--- src/ebp_defs.svh ---
/*
  register offsets, field positions, reset values and timing counts of the
  eeprom byte program controller. assumes inclusion by bare name.
*/
`ifndef EBP_DEFS_SVH
`define EBP_DEFS_SVH

`define EBP_OFF_ADDR_LO   8'h00
`define EBP_OFF_ADDR_HI   8'h04
`define EBP_OFF_DATA      8'h08
`define EBP_OFF_CTRL      8'h0C
`define EBP_OFF_IRQ_STAT  8'h10
`define EBP_OFF_IRQ_EN    8'h14
`define EBP_OFF_IRQ_CLR   8'h18

`define EBP_CTRL_RD       0
`define EBP_CTRL_STROBE   1
`define EBP_CTRL_MPE      2
`define EBP_CTRL_MODE     4

`define EBP_IRQ_DONE      0
`define EBP_IRQ_REFUSED   1

`define EBP_RST_BYTE      8'h00
`define EBP_RST_MODE      2'h0
`define EBP_RST_IRQ       2'h0

`define EBP_STALL_RD      3'h4
`define EBP_STALL_WR      3'h2
`define EBP_MPE_WINDOW    3'h4

`define EBP_TICKS_ATOMIC  16'h0022
`define EBP_TICKS_ERASE   16'h0012
`define EBP_TICKS_WRITE   16'h0012

`define EBP_RESP_OKAY     2'h0
`define EBP_RESP_SLVERR   2'h2

`endif

--- src/ebp_pkg.sv ---
/*
  types of the eeprom byte program controller.
  assumes nothing of its surroundings.
*/
package ebp_pkg;

  typedef enum logic [1:0] {
    EBP_OP_ATOMIC = 2'b00,
    EBP_OP_ERASE  = 2'b01,
    EBP_OP_WRITE  = 2'b10,
    EBP_OP_NONE   = 2'b11
  } ebp_op_t;

  typedef enum logic [0:0] {
    EBP_TMR_IDLE = 1'b0,
    EBP_TMR_RUN  = 1'b1
  } ebp_tmr_state_t;

endpackage

--- src/ebp_byte_mem.sv ---
/*
  512 x 8 eeprom array with erase, write-only and atomic byte updates.
  assumes one operation at a time from the controller, same clock.
*/
`timescale 1ns/1ns
`default_nettype none

module ebp_byte_mem
  import ebp_pkg::*;
(
  input  wire logic       aclk,
  input  wire logic       aresetn,
  input  wire logic       ce,
  input  wire logic [8:0] addr,
  input  wire logic       we,
  input  wire ebp_op_t    op,
  input  wire logic [7:0] wdata,
  input  wire logic       rd_en,
  output logic      [7:0] rdata
);
`include "ebp_defs.svh"

  logic [7:0] mem [0:511];
  logic [7:0] wr_only_val;

  assign wr_only_val = mem[addr] & wdata;

  //////////////////////////////////////////////////////////////////////////
  // array update
  always_ff @(posedge aclk) begin
    if (ce && we) begin
      case (op)
        EBP_OP_ATOMIC: mem[addr] <= wdata;
        EBP_OP_ERASE:  mem[addr] <= 8'hFF;
        EBP_OP_WRITE:  mem[addr] <= wr_only_val;
        default:       mem[addr] <= mem[addr];
      endcase
    end
  end

  // registered read port
  always_ff @(posedge aclk) begin
    if (!aresetn) begin
      rdata <= `EBP_RST_BYTE;
    end else if (ce && rd_en) begin
      rdata <= mem[addr];
    end
  end
endmodule

`default_nettype wire

--- src/ebp_op_timer.sv ---
/*
  self-timed programming duration counter paced by oscillator ticks.
  assumes tick is a one-cycle pulse already synchronised to aclk, ticks >= 1.
*/
`timescale 1ns/1ns
`default_nettype none

module ebp_op_timer
  import ebp_pkg::*;
(
  input  wire logic        aclk,
  input  wire logic        aresetn,
  input  wire logic        ce,
  input  wire logic        start,
  input  wire logic [15:0] ticks,
  input  wire logic        tick,
  output logic             busy,
  output logic             done
);

  ebp_tmr_state_t state_q;
  logic [15:0]    cnt_q;

  assign busy = (state_q == EBP_TMR_RUN);
  assign done = ce & busy & tick & (cnt_q == 16'h0001);

  always_ff @(posedge aclk) begin
    if (!aresetn) begin
      state_q <= EBP_TMR_IDLE;
      cnt_q   <= 16'h0000;
    end else if (ce) begin
      case (state_q)
        EBP_TMR_IDLE: begin
          if (start) begin
            state_q <= EBP_TMR_RUN;
            cnt_q   <= ticks;
          end
        end
        EBP_TMR_RUN: begin
          if (tick) begin
            cnt_q <= cnt_q - 16'h0001;
            if (cnt_q == 16'h0001) begin
              state_q <= EBP_TMR_IDLE;
            end
          end
        end
        default: state_q <= EBP_TMR_IDLE;
      endcase
    end
  end
endmodule

`default_nettype wire

--- src/ebp_ctrl.sv ---
/*
  eeprom byte program controller: axi4-lite register slave, address and data
  registers, mode field, master enable window, program strobe, cpu stall,
  self-timed erase/write and interrupt. assumes osc_tick comes from the
  calibrated oscillator domain and is synchronised here.
*/
`timescale 1ns/1ns
`default_nettype none

module ebp_ctrl
  import ebp_pkg::*;
(
  input  wire logic        aclk,
  input  wire logic        aresetn,
  input  wire logic        ce,
  input  wire logic        osc_tick,
  input  wire logic        s_axi_awvalid,
  output logic             s_axi_awready,
  input  wire logic [7:0]  s_axi_awaddr,
  input  wire logic        s_axi_wvalid,
  output logic             s_axi_wready,
  input  wire logic [31:0] s_axi_wdata,
  input  wire logic [3:0]  s_axi_wstrb,
  output logic             s_axi_bvalid,
  input  wire logic        s_axi_bready,
  output logic      [1:0]  s_axi_bresp,
  input  wire logic        s_axi_arvalid,
  output logic             s_axi_arready,
  input  wire logic [7:0]  s_axi_araddr,
  output logic             s_axi_rvalid,
  input  wire logic        s_axi_rready,
  output logic      [31:0] s_axi_rdata,
  output logic      [1:0]  s_axi_rresp,
  output logic             cpu_stall,
  output logic             irq
);
`include "ebp_defs.svh"
  function automatic logic reg_is(input logic [7:0] a, input logic [7:0] off);
    reg_is = (a[7:2] == off[7:2]);
  endfunction
  function automatic logic reg_mapped(input logic [7:0] a);
    reg_mapped = reg_is(a, `EBP_OFF_ADDR_LO) | reg_is(a, `EBP_OFF_ADDR_HI)
               | reg_is(a, `EBP_OFF_DATA) | reg_is(a, `EBP_OFF_CTRL)
               | reg_is(a, `EBP_OFF_IRQ_STAT) | reg_is(a, `EBP_OFF_IRQ_EN)
               | reg_is(a, `EBP_OFF_IRQ_CLR);
  endfunction

  logic        aw_held_q, w_held_q, wr_wait_q, bvalid_q, rvalid_q;
  logic [7:0]  awaddr_q;
  logic [31:0] wdata_q;
  logic [3:0]  wstrb_q;
  logic [1:0]  bresp_q;
  logic [31:0] rdata_q;
  logic [1:0]  rresp_q;
  logic [31:0] rd_word;
  logic [8:0]  addr_q;
  logic [7:0]  data_q;
  logic [1:0]  mode_q;
  logic [2:0]  mpe_cnt_q;
  logic [2:0]  stall_cnt_q;
  ebp_op_t     op_q;
  logic [1:0]  stat_q;
  logic [1:0]  irq_en_q;
  logic        rd_pend_q, osc_meta_q, osc_sync_q, osc_prev_q;
  logic        wr_fire, lane0, wr_ctrl, wr_data, mpe_set, mpe_active;
  logic        busy, op_done, start_op, rd_go, refused, osc_pulse;
  logic [15:0] op_ticks;
  logic [1:0]  irq_ev;
  ebp_op_t     new_op;
  logic [7:0]  mem_rdata;

  //////////////////////////////////////////////////////////////////////////
  // axi4-lite write side
  assign s_axi_awready = ce & ~aw_held_q;
  assign s_axi_wready  = ce & ~w_held_q;
  assign s_axi_bvalid  = bvalid_q;
  assign s_axi_bresp   = bresp_q;
  assign wr_fire       = ce & aw_held_q & w_held_q & ~wr_wait_q & ~bvalid_q;
  assign lane0         = wr_fire & wstrb_q[0];
  assign wr_ctrl       = lane0 & reg_is(awaddr_q, `EBP_OFF_CTRL);
  assign wr_data       = lane0 & reg_is(awaddr_q, `EBP_OFF_DATA);

  always_ff @(posedge aclk) begin
    if (!aresetn) begin
      aw_held_q <= 1'b0;
      awaddr_q  <= 8'h00;
    end else if (ce) begin
      if (s_axi_awvalid && s_axi_awready) begin
        aw_held_q <= 1'b1;
        awaddr_q  <= s_axi_awaddr;
      end else if (wr_fire) begin
        aw_held_q <= 1'b0;
      end
    end
  end

  always_ff @(posedge aclk) begin
    if (!aresetn) begin
      w_held_q <= 1'b0;
      wdata_q  <= 32'h00000000;
      wstrb_q  <= 4'h0;
    end else if (ce) begin
      if (s_axi_wvalid && s_axi_wready) begin
        w_held_q <= 1'b1;
        wdata_q  <= s_axi_wdata;
        wstrb_q  <= s_axi_wstrb;
      end else if (wr_fire) begin
        w_held_q <= 1'b0;
      end
    end
  end

  // response waits out the cpu stall
  always_ff @(posedge aclk) begin
    if (!aresetn) begin
      wr_wait_q <= 1'b0;
      bvalid_q  <= 1'b0;
      bresp_q   <= `EBP_RESP_OKAY;
    end else if (ce) begin
      if (wr_fire) begin
        wr_wait_q <= 1'b1;
        bresp_q   <= reg_mapped(awaddr_q) ? `EBP_RESP_OKAY : `EBP_RESP_SLVERR;
      end else if (wr_wait_q && stall_cnt_q == 3'h0) begin
        wr_wait_q <= 1'b0;
        bvalid_q  <= 1'b1;
      end else if (bvalid_q && s_axi_bready) begin
        bvalid_q <= 1'b0;
      end
    end
  end

  //////////////////////////////////////////////////////////////////////////
  // axi4-lite read side
  assign s_axi_arready = ce & ~rvalid_q;
  assign s_axi_rvalid  = rvalid_q;
  assign s_axi_rdata   = rdata_q;
  assign s_axi_rresp   = rresp_q;

  always_comb begin
    rd_word = 32'h00000000;
    if (reg_is(s_axi_araddr, `EBP_OFF_ADDR_LO)) begin
      rd_word = {24'h000000, addr_q[7:0]};
    end else if (reg_is(s_axi_araddr, `EBP_OFF_ADDR_HI)) begin
      rd_word = {31'h0000000, addr_q[8]};
    end else if (reg_is(s_axi_araddr, `EBP_OFF_DATA)) begin
      rd_word = {24'h000000, data_q};
    end else if (reg_is(s_axi_araddr, `EBP_OFF_CTRL)) begin
      rd_word = {26'h000000, mode_q, 1'b0, mpe_active, busy, 1'b0};
    end else if (reg_is(s_axi_araddr, `EBP_OFF_IRQ_STAT)) begin
      rd_word = {30'h0000000, stat_q};
    end else if (reg_is(s_axi_araddr, `EBP_OFF_IRQ_EN)) begin
      rd_word = {30'h0000000, irq_en_q};
    end
  end

  always_ff @(posedge aclk) begin
    if (!aresetn) begin
      rvalid_q <= 1'b0;
      rdata_q  <= 32'h00000000;
      rresp_q  <= `EBP_RESP_OKAY;
    end else if (ce) begin
      if (s_axi_arvalid && s_axi_arready) begin
        rvalid_q <= 1'b1;
        rdata_q  <= rd_word;
        rresp_q  <= reg_mapped(s_axi_araddr) ? `EBP_RESP_OKAY : `EBP_RESP_SLVERR;
      end else if (rvalid_q && s_axi_rready) begin
        rvalid_q <= 1'b0;
      end
    end
  end

  //////////////////////////////////////////////////////////////////////////
  // operation decode
  assign new_op     = ebp_op_t'(wdata_q[`EBP_CTRL_MODE+1:`EBP_CTRL_MODE]);
  assign mpe_active = (mpe_cnt_q != 3'h0);
  assign mpe_set    = wr_ctrl & wdata_q[`EBP_CTRL_MPE];
  assign start_op   = wr_ctrl & wdata_q[`EBP_CTRL_STROBE] & mpe_active
                    & ~busy & (new_op != EBP_OP_NONE);
  assign rd_go      = wr_ctrl & wdata_q[`EBP_CTRL_RD] & ~wdata_q[`EBP_CTRL_STROBE]
                    & ~busy;
  assign refused    = wr_ctrl & ((wdata_q[`EBP_CTRL_STROBE] & ~start_op)
                    | (wdata_q[`EBP_CTRL_RD] & busy));
  assign cpu_stall  = (stall_cnt_q != 3'h0);

  always_comb begin
    case (new_op)
      EBP_OP_ATOMIC: op_ticks = `EBP_TICKS_ATOMIC;
      EBP_OP_ERASE:  op_ticks = `EBP_TICKS_ERASE;
      EBP_OP_WRITE:  op_ticks = `EBP_TICKS_WRITE;
      default:       op_ticks = `EBP_TICKS_ATOMIC;
    endcase
  end

  // master enable window
  always_ff @(posedge aclk) begin
    if (!aresetn) begin
      mpe_cnt_q <= 3'h0;
    end else if (ce) begin
      if (start_op) begin
        mpe_cnt_q <= 3'h0;
      end else if (mpe_set) begin
        mpe_cnt_q <= `EBP_MPE_WINDOW;
      end else if (mpe_active) begin
        mpe_cnt_q <= mpe_cnt_q - 3'h1;
      end
    end
  end

  always_ff @(posedge aclk) begin
    if (!aresetn) begin
      stall_cnt_q <= 3'h0;
    end else if (ce) begin
      if (rd_go) begin
        stall_cnt_q <= `EBP_STALL_RD;
      end else if (start_op) begin
        stall_cnt_q <= `EBP_STALL_WR;
      end else if (cpu_stall) begin
        stall_cnt_q <= stall_cnt_q - 3'h1;
      end
    end
  end

  // address, data and mode hold still while programming
  always_ff @(posedge aclk) begin
    if (!aresetn) begin
      addr_q    <= 9'h000;
      data_q    <= `EBP_RST_BYTE;
      mode_q    <= `EBP_RST_MODE;
      rd_pend_q <= 1'b0;
      op_q      <= EBP_OP_ATOMIC;
    end else if (ce) begin
      rd_pend_q <= rd_go;
      if (lane0 && reg_is(awaddr_q, `EBP_OFF_ADDR_LO) && !busy) begin
        addr_q[7:0] <= wdata_q[7:0];
      end
      if (lane0 && reg_is(awaddr_q, `EBP_OFF_ADDR_HI) && !busy) begin
        addr_q[8] <= wdata_q[0];
      end
      if (rd_pend_q) begin
        data_q <= mem_rdata;
      end else if (wr_data && !busy) begin
        data_q <= wdata_q[7:0];
      end
      if (wr_ctrl && !busy) begin
        mode_q <= wdata_q[`EBP_CTRL_MODE+1:`EBP_CTRL_MODE];
      end
      if (start_op) begin
        op_q <= new_op;
      end
    end
  end

  //////////////////////////////////////////////////////////////////////////
  // oscillator tick synchroniser
  always_ff @(posedge aclk) begin
    if (!aresetn) begin
      osc_meta_q <= 1'b0;
      osc_sync_q <= 1'b0;
      osc_prev_q <= 1'b0;
    end else if (ce) begin
      osc_meta_q <= osc_tick;
      osc_sync_q <= osc_meta_q;
      osc_prev_q <= osc_sync_q;
    end
  end

  assign osc_pulse = osc_sync_q & ~osc_prev_q;

  ebp_op_timer u_timer (
    .aclk    (aclk),
    .aresetn (aresetn),
    .ce      (ce),
    .start   (start_op),
    .ticks   (op_ticks),
    .tick    (osc_pulse),
    .busy    (busy),
    .done    (op_done)
  );

  ebp_byte_mem u_mem (
    .aclk    (aclk),
    .aresetn (aresetn),
    .ce      (ce),
    .addr    (addr_q),
    .we      (op_done),
    .op      (op_q),
    .wdata   (data_q),
    .rd_en   (rd_go),
    .rdata   (mem_rdata)
  );

  //////////////////////////////////////////////////////////////////////////
  // interrupt status, set wins over clear
  assign irq_ev[`EBP_IRQ_DONE]    = op_done;
  assign irq_ev[`EBP_IRQ_REFUSED] = refused;

  genvar gi;
  generate
    for (gi = 0; gi < 2; gi = gi + 1) begin : g_stat
      always_ff @(posedge aclk) begin
        if (!aresetn) begin
          stat_q[gi] <= 1'b0;
        end else if (ce) begin
          if (irq_ev[gi]) begin
            stat_q[gi] <= 1'b1;
          end else if (lane0 && reg_is(awaddr_q, `EBP_OFF_IRQ_CLR) && wdata_q[gi]) begin
            stat_q[gi] <= 1'b0;
          end
        end
      end
    end
  endgenerate

  always_ff @(posedge aclk) begin
    if (!aresetn) begin
      irq_en_q <= `EBP_RST_IRQ;
    end else if (ce && lane0 && reg_is(awaddr_q, `EBP_OFF_IRQ_EN)) begin
      irq_en_q <= wdata_q[1:0];
    end
  end

  assign irq = |(stat_q & irq_en_q);
endmodule

`default_nettype wire

--- config.mk ---
export PLATFORM = sky130hd
export DESIGN_NAME = ebp_ctrl
export DESIGN_NICKNAME = d
export VERILOG_FILES = /design/src/ebp_pkg.sv /design/src/ebp_byte_mem.sv /design/src/ebp_op_timer.sv /design/src/ebp_ctrl.sv
export VERILOG_INCLUDE_DIRS = /design/src /design/src/src
export SDC_FILE = /design/constraint.sdc
export NUM_CORES = 2
export LEC_CHECK = 0
export BUFFER_PORTS_ARGS = -buffer_cell sky130_fd_sc_hd__buf_2
export CAP_MARGIN = 10
export CORE_ASPECT_RATIO = 0.6
export CORE_MARGIN = 4
export CORE_UTILIZATION = 60
export CTS_CLUSTER_SIZE = 25
export DETAILED_ROUTE_END_ITERATION = 10
export PLACE_DENSITY = 0.76
export SYNTH_ARGS = -nofsm -noshare
export SYNTH_HDL_FRONTEND = slang
export SYNTH_SLANG_ARGS = --single-unit
--- constraint.sdc ---
create_clock -name aclk -period 37 [get_ports aclk]
set_clock_uncertainty 0.2 [all_clocks]
set_input_delay 7.4 -clock aclk [delete_from_list [all_inputs] [get_ports aclk]]
set_output_delay 7.4 -clock aclk [all_outputs]
set_load 0.005 [all_outputs]
; ---- After elaboration in Yosys (flattened, before gate mapping)
; Memory sizes are Yosys's and may differ from the RTL's.
; Index checks and enable logic that the tools add are counted.
[totals]
register_bits = 118
ram_bits = 4096
output_inout_bits = 43
n_memories = 1
[classes]
add_sub_neg = 3
eq_ne = 20
mux = 52
bitwise_logic = 53
reduce_logical = 58
[memory_table]
columns = name, words, width, rd, rd_ports_with_merged_regs, wr, line
row1 = u_mem.mem, 512, 8, 1, 0, 1, ebp_byte_mem.sv:23  ; logic [7:0] mem [0:511];
[op_table]
columns = operator, count
row1 = $mux 8, 8
row2 = $eq 6x3->1 const B, 6
row3 = $reduce_and 2->1, 17
row4 = $mux 16, 2
row5 = $pmux 16 s2, 1
row6 = $mux 1, 28
row7 = $and 1x1->1, 25
row8 = $eq 6x2->1 const B, 4
row9 = $logic_and 1x1->1, 19
row10 = $mux 3, 6
row11 = $eq 16x1->1 const B, 1
row12 = $or 1x1->1, 16
row13 = $reduce_bool 2->1, 8
row14 = $sub 16x1->16 const B, 1
row15 = $eq 6x1->1 const B, 2
row16 = $logic_not 6->1, 2
row17 = $mux 6, 2
row18 = $reduce_bool 3->1, 4
row19 = $not 1->1, 10
row20 = $and 8x8->8, 1
row21 = $mux 2, 4
row22 = $reduce_and 3->1, 2
row23 = $sub 3x1->3 const B, 2
row24 = $eq 2x1->1 const B, 2
row25 = 10 further kinds, 13

; ---- Longest topological paths before layout
[logic_depth]
word_depth = 16
mapped_depth = 14

; ---- Modules after synthesis
; A second synthesis with hierarchy kept.
[hier_totals]
hier_cells = 8368
hier_area_um2 = 163833.4
[by_module_without_submodules]
columns = module, instances, cells_per_inst, area_per_inst_um2
row1 = ebp_byte_mem, 1, 7831, 159374.1
row2 = ebp_ctrl, 1, 378, 3215.6
row3 = ebp_op_timer, 1, 159, 1243.7

; ---- Least setup slack after synthesis
; OpenSTA, ideal clock, no wires.
[synth_path]
path_kind = input -> register
startpoint = in ce
endpoint = mem u_mem.mem[0][2] (data pin)
setup_ps = 3200
arrival_time_ps = 22793
required_ps = 33600
slack_ps = 10807
cell_stages = 8
n_path_buf = 2
path_cell_list = nand2_1 > nor2_1 > nand4_1 > nor2_1 > buf_2 > and2_1 > buf_1 > a41oi_1
[synth_via]
elab_chain_cells = 9
[synth_rtl]
columns = item, line
row1 = "start, declared", ebp_ctrl.sv:15  ; input wire logic ce,
row2 = $and 1x1->1 (3 in series), ebp_op_timer.sv:25  ; assign done = ce & busy & tick & (cnt_q == 16'h0001);
row3 = $logic_and 1x1->1 *, ebp_byte_mem.sv:31  ; if (ce && we) begin
row4 = $mux 1, ebp_byte_mem.sv:31
row5 = $mux 1 (implied by the code), ebp_byte_mem.sv:34  ; EBP_OP_ERASE: mem[addr] <= 8'hFF;
row6 = $mux 8 (no source line) (2 in series), --
row7 = $mux 8 (no source line) *, --
row8 = "end, declared", ebp_byte_mem.sv:23
; Every way passes the cells marked *; elsewhere a longest branch is shown, timed or not.

; ---- Worst setup path after layout
[layout_path]
startpoint = in ce
endpoint = out s_axi_wready
[layout_via]
elab_chain_cells = 1
[layout_rtl]
columns = item, line
row1 = $and 1x1->1, ebp_ctrl.sv:75  ; assign s_axi_wready = ce & ~w_held_q;
row2 = "end, declared", ebp_ctrl.sv:21  ; output logic s_axi_wready,
; No other way between the ends.

==> flow_summary.ini <==
[setup_path]
crit_chain = buf_2, inv_1, nor2_1, buf_2
rr_worst_depth = 14
reg2reg_to = u_mem.mem[69][4]$_DFFE_PP_
timing.critical_path.mode_cell = buf_2
rrSetupSlack_ns = 27.09
cp-start-kind = input port
crit_fanout = 16
worstPathArrival_ns = 8.71
worstPathRequired_ns = 29.40
crit_type = in2out
slowest_stage = nor2_1
end_kind = primary output
max_stage_delay_ns = 0.56
timing.rr.start = addr_q[0]$_SDFFE_PN0P_

[synth]
yosysWarnings = 0
yosysUniqueCellTypes = 76
async_flop_share_pct = 0
ys.flop_type = edfxtp_1
synthCells = 8060
synth-seq-cells = 4186
synth_area_sq_mm = 0.163
syn_avg_cell_area_sq_um = 20.2
synth_edf_count = 4096
ys_seq_area_share_pct = 76.6

[clocking]
cts-buffers-inserted = 352
cts.htree.levels = 5
clk_pin_slew_ns = 0.06
clockRootBuffer = clkbuf_16
tritoncts = done
post_cts_hold_buffer_count = 0
post_cts_buffers = 0
clkSinkCount = 4186
clock_latency_ns = 0.92
cts_resized = 0
cts_buffer_depth = 4

[floorplanning]
die_h_um = 412
core.rowCount = 147
die_w_um = 681
ios = 104
core_region_area_sq_mm = 0.269
die_area_sq_mm = 0.280
initial_core_util_pct = 60.6

[sta]
grt_setup_unrepaired = no
period_needed_ns = 16.32
final-hold-violation-count = 0
fmax_mhz = 61.3
worstMarginPinSlew_ns = 1.66
fin_setup_tns_ns = 0
drv_slew = 102
relSlewSlack_pct = -10.9
finalCritPeriodShare_pct = 44.1
setup_viol = 0

[placed_design]
portBuffers = 46
hpwl_mm = 289
place_congestion = 0.948
dpl_cell_area_sq_mm = 0.167

[route]
post_drt_via_cell_ratio = 7.36
drc_errors = 0
drtAntennaViolNets = 0
drt_iter0_drc = 17200
vias = 89000
routed_wl_mm = 473
firstDrtPassIters = 10
wire_per_inst_um = 39.2

[cells_and_area]
final_common_cell = edfxtp_1
syn_to_final_growth_pct = 9.77
nets = 8260
final_cell_area_sq_mm = 0.179
layout_common_cells = edfxtp_1, mux4_2, nor2_1
fillers = 16300
drive_gt1_share_pct = 20.8

[power_and_ir_drop]
powerDensity_mw_per_mm2 = 49.9
ir_drop_mv = 0.0570
leakage_nw = 43.4

[run]
maxCapViolations = 0

[worst_hold_path]
holdCritPathClass = reg2reg
hold_depth = 2
min_to = wstrb_q[0]$_SDFFE_PN0P_
hp-start = wstrb_q[0]$_SDFFE_PN0P_

[status]
outcome = finished with violations
violations = slew limit

[grt]
track_usage_pct = 33.8
grt_max_degree = 256
grt_pass1_wl_mm = 658
grt_pass1_vias = 83700
overflow = 0
antenna_found_initial = 36
[area by class of cell]
type	count	area, sq um	share of cell area (%)
sequential	4186	125000	69.8
timing repair buffer	273	2170	1.21
antenna	35	87.6	0.0490
clock buffer	438	9470	5.30
inverter	16	67.6	0.0378
tap	3576	4470	2.50
clock inverter	197	1890	1.06
multi-input combinational	3363	35800	20.0
[how the worst max path moves through the flow]
| stage | startpoint | to | slack, ns | cells past startpoint |
|---|---|---|---|---|
| floorplan | ce | u_mem.mem[0][2]$_DFFE_PP_ | 10.81 | 8 |
| global placement | ce | s_axi_wready | 20.76 | 4 |
| detailed placement | ce | s_axi_wready | 20.70 | 4 |
| CTS | ce | s_axi_wready | 20.70 | 4 |
| global route | ce | s_axi_wready | 20.56 | 4 |
| finish | ce | s_axi_wready | 20.69 | 4 |
[state kept, by name (all words and copies together) (netlist names), 2 cells and up]
signal / cells
u_mem.mem: 4096
irq_en_q: 2
awaddr_q: 6
addr_q: 9
data_q: 8
op_q: 2
mpe_cnt_q: 3
stat_q: 2
u_mem.rdata: 8
u_timer.cnt_q: 16
mode_q: 2
stall_cnt_q: 3
wdata_q: 8
s_axi_rdata: 8
[power breakdown]
part,leakage [nW],switching (mW),internal [mW]
sequential,29.0,0.00320,5.12
combinational,8.76,0.0179,0.0107
clock,5.58,1.70,2.08
[routing by layer]
metal | GRT usage, % | part of all wire [%]
met5 | 2.16 | 0.26
met4 | 11.6 | 4.1
met3 | 19.0 | 21
met2 | 43.5 | 40
met1 | 48.3 | 34
[stage by stage]
stage	hold WS (ns)	utilization, %	cells	total power [mW]	setup slack (ns)
floorplan	0.227	-	8085	5.25	10.81
global placement	0.241	62.2	11400	5.25	20.76
detailed placement	0.254	62.2	11400	5.26	20.70
CTS	0.263	66.5	12000	8.91	20.70
global route	0.288	66.5	12000	9.14	20.56
finish	0.264	66.5	12100	8.92	20.69
[critical path: cells and delay by family]
family	cells	cell delay [ns]
buffers and inverters	3	0.76
AND/OR/NAND/NOR	1	0.56
[cells in the mapped netlist (8+ instances only)]
cell       instances  area, sq um
edfxtp_1        4096       123000
mux4_2           894        20100
nor2_1           683         2560
mux2i_1          390         3900
nand2_1          243          912
a22oi_1          226         1700
buf_2            185          926
clkbuf_1         153          574
a21oi_1          140          701
nand3_1           94          470
dfxtp_1           90         1800
buf_4             86          646
buf_1             71          267
o21ai_0           69          345
a221oi_1          59          517
o22ai_1           54          338
nor3_1            48          240
a22o_1            42          368
nand4_1           39          244
a31oi_1           35          219
a211oi_1          25          188
buf_6             24          270
mux2_2            23          259
nor2b_1           21          131
nor4_1            18          113
o211ai_1          18          135
nand2b_1          15         93.8
o2111ai_1         15          131
inv_1             13         48.8
a32oi_1           12          105
nor3b_1           11         82.6
o221ai_1          11         96.3
and3_1            10         62.6
a2111oi_0          9         78.8
o32ai_1            8         70.1
[logic make-up (layout without fill, tap and decap cells)]
family / count (synthesis) / after routing / share of synthesized area, %
DFF: 4186 / 4186 / 76.6
muxes: 1307 / 1307 / 14.9
and+or+nand+nor: 1243 / 1243 / 3.32
AOI/OAI and AO/OA: 768 / 768 / 3.31
buffers and inverters: 536 / 924 / 1.69
xor gates and xnor gates: 12 / 12 / 0.0645
adders and majority gates: 7 / 7 / 0.0538
other: 1 / 61 / 0.00230
(Power assumes the default switching activity.)
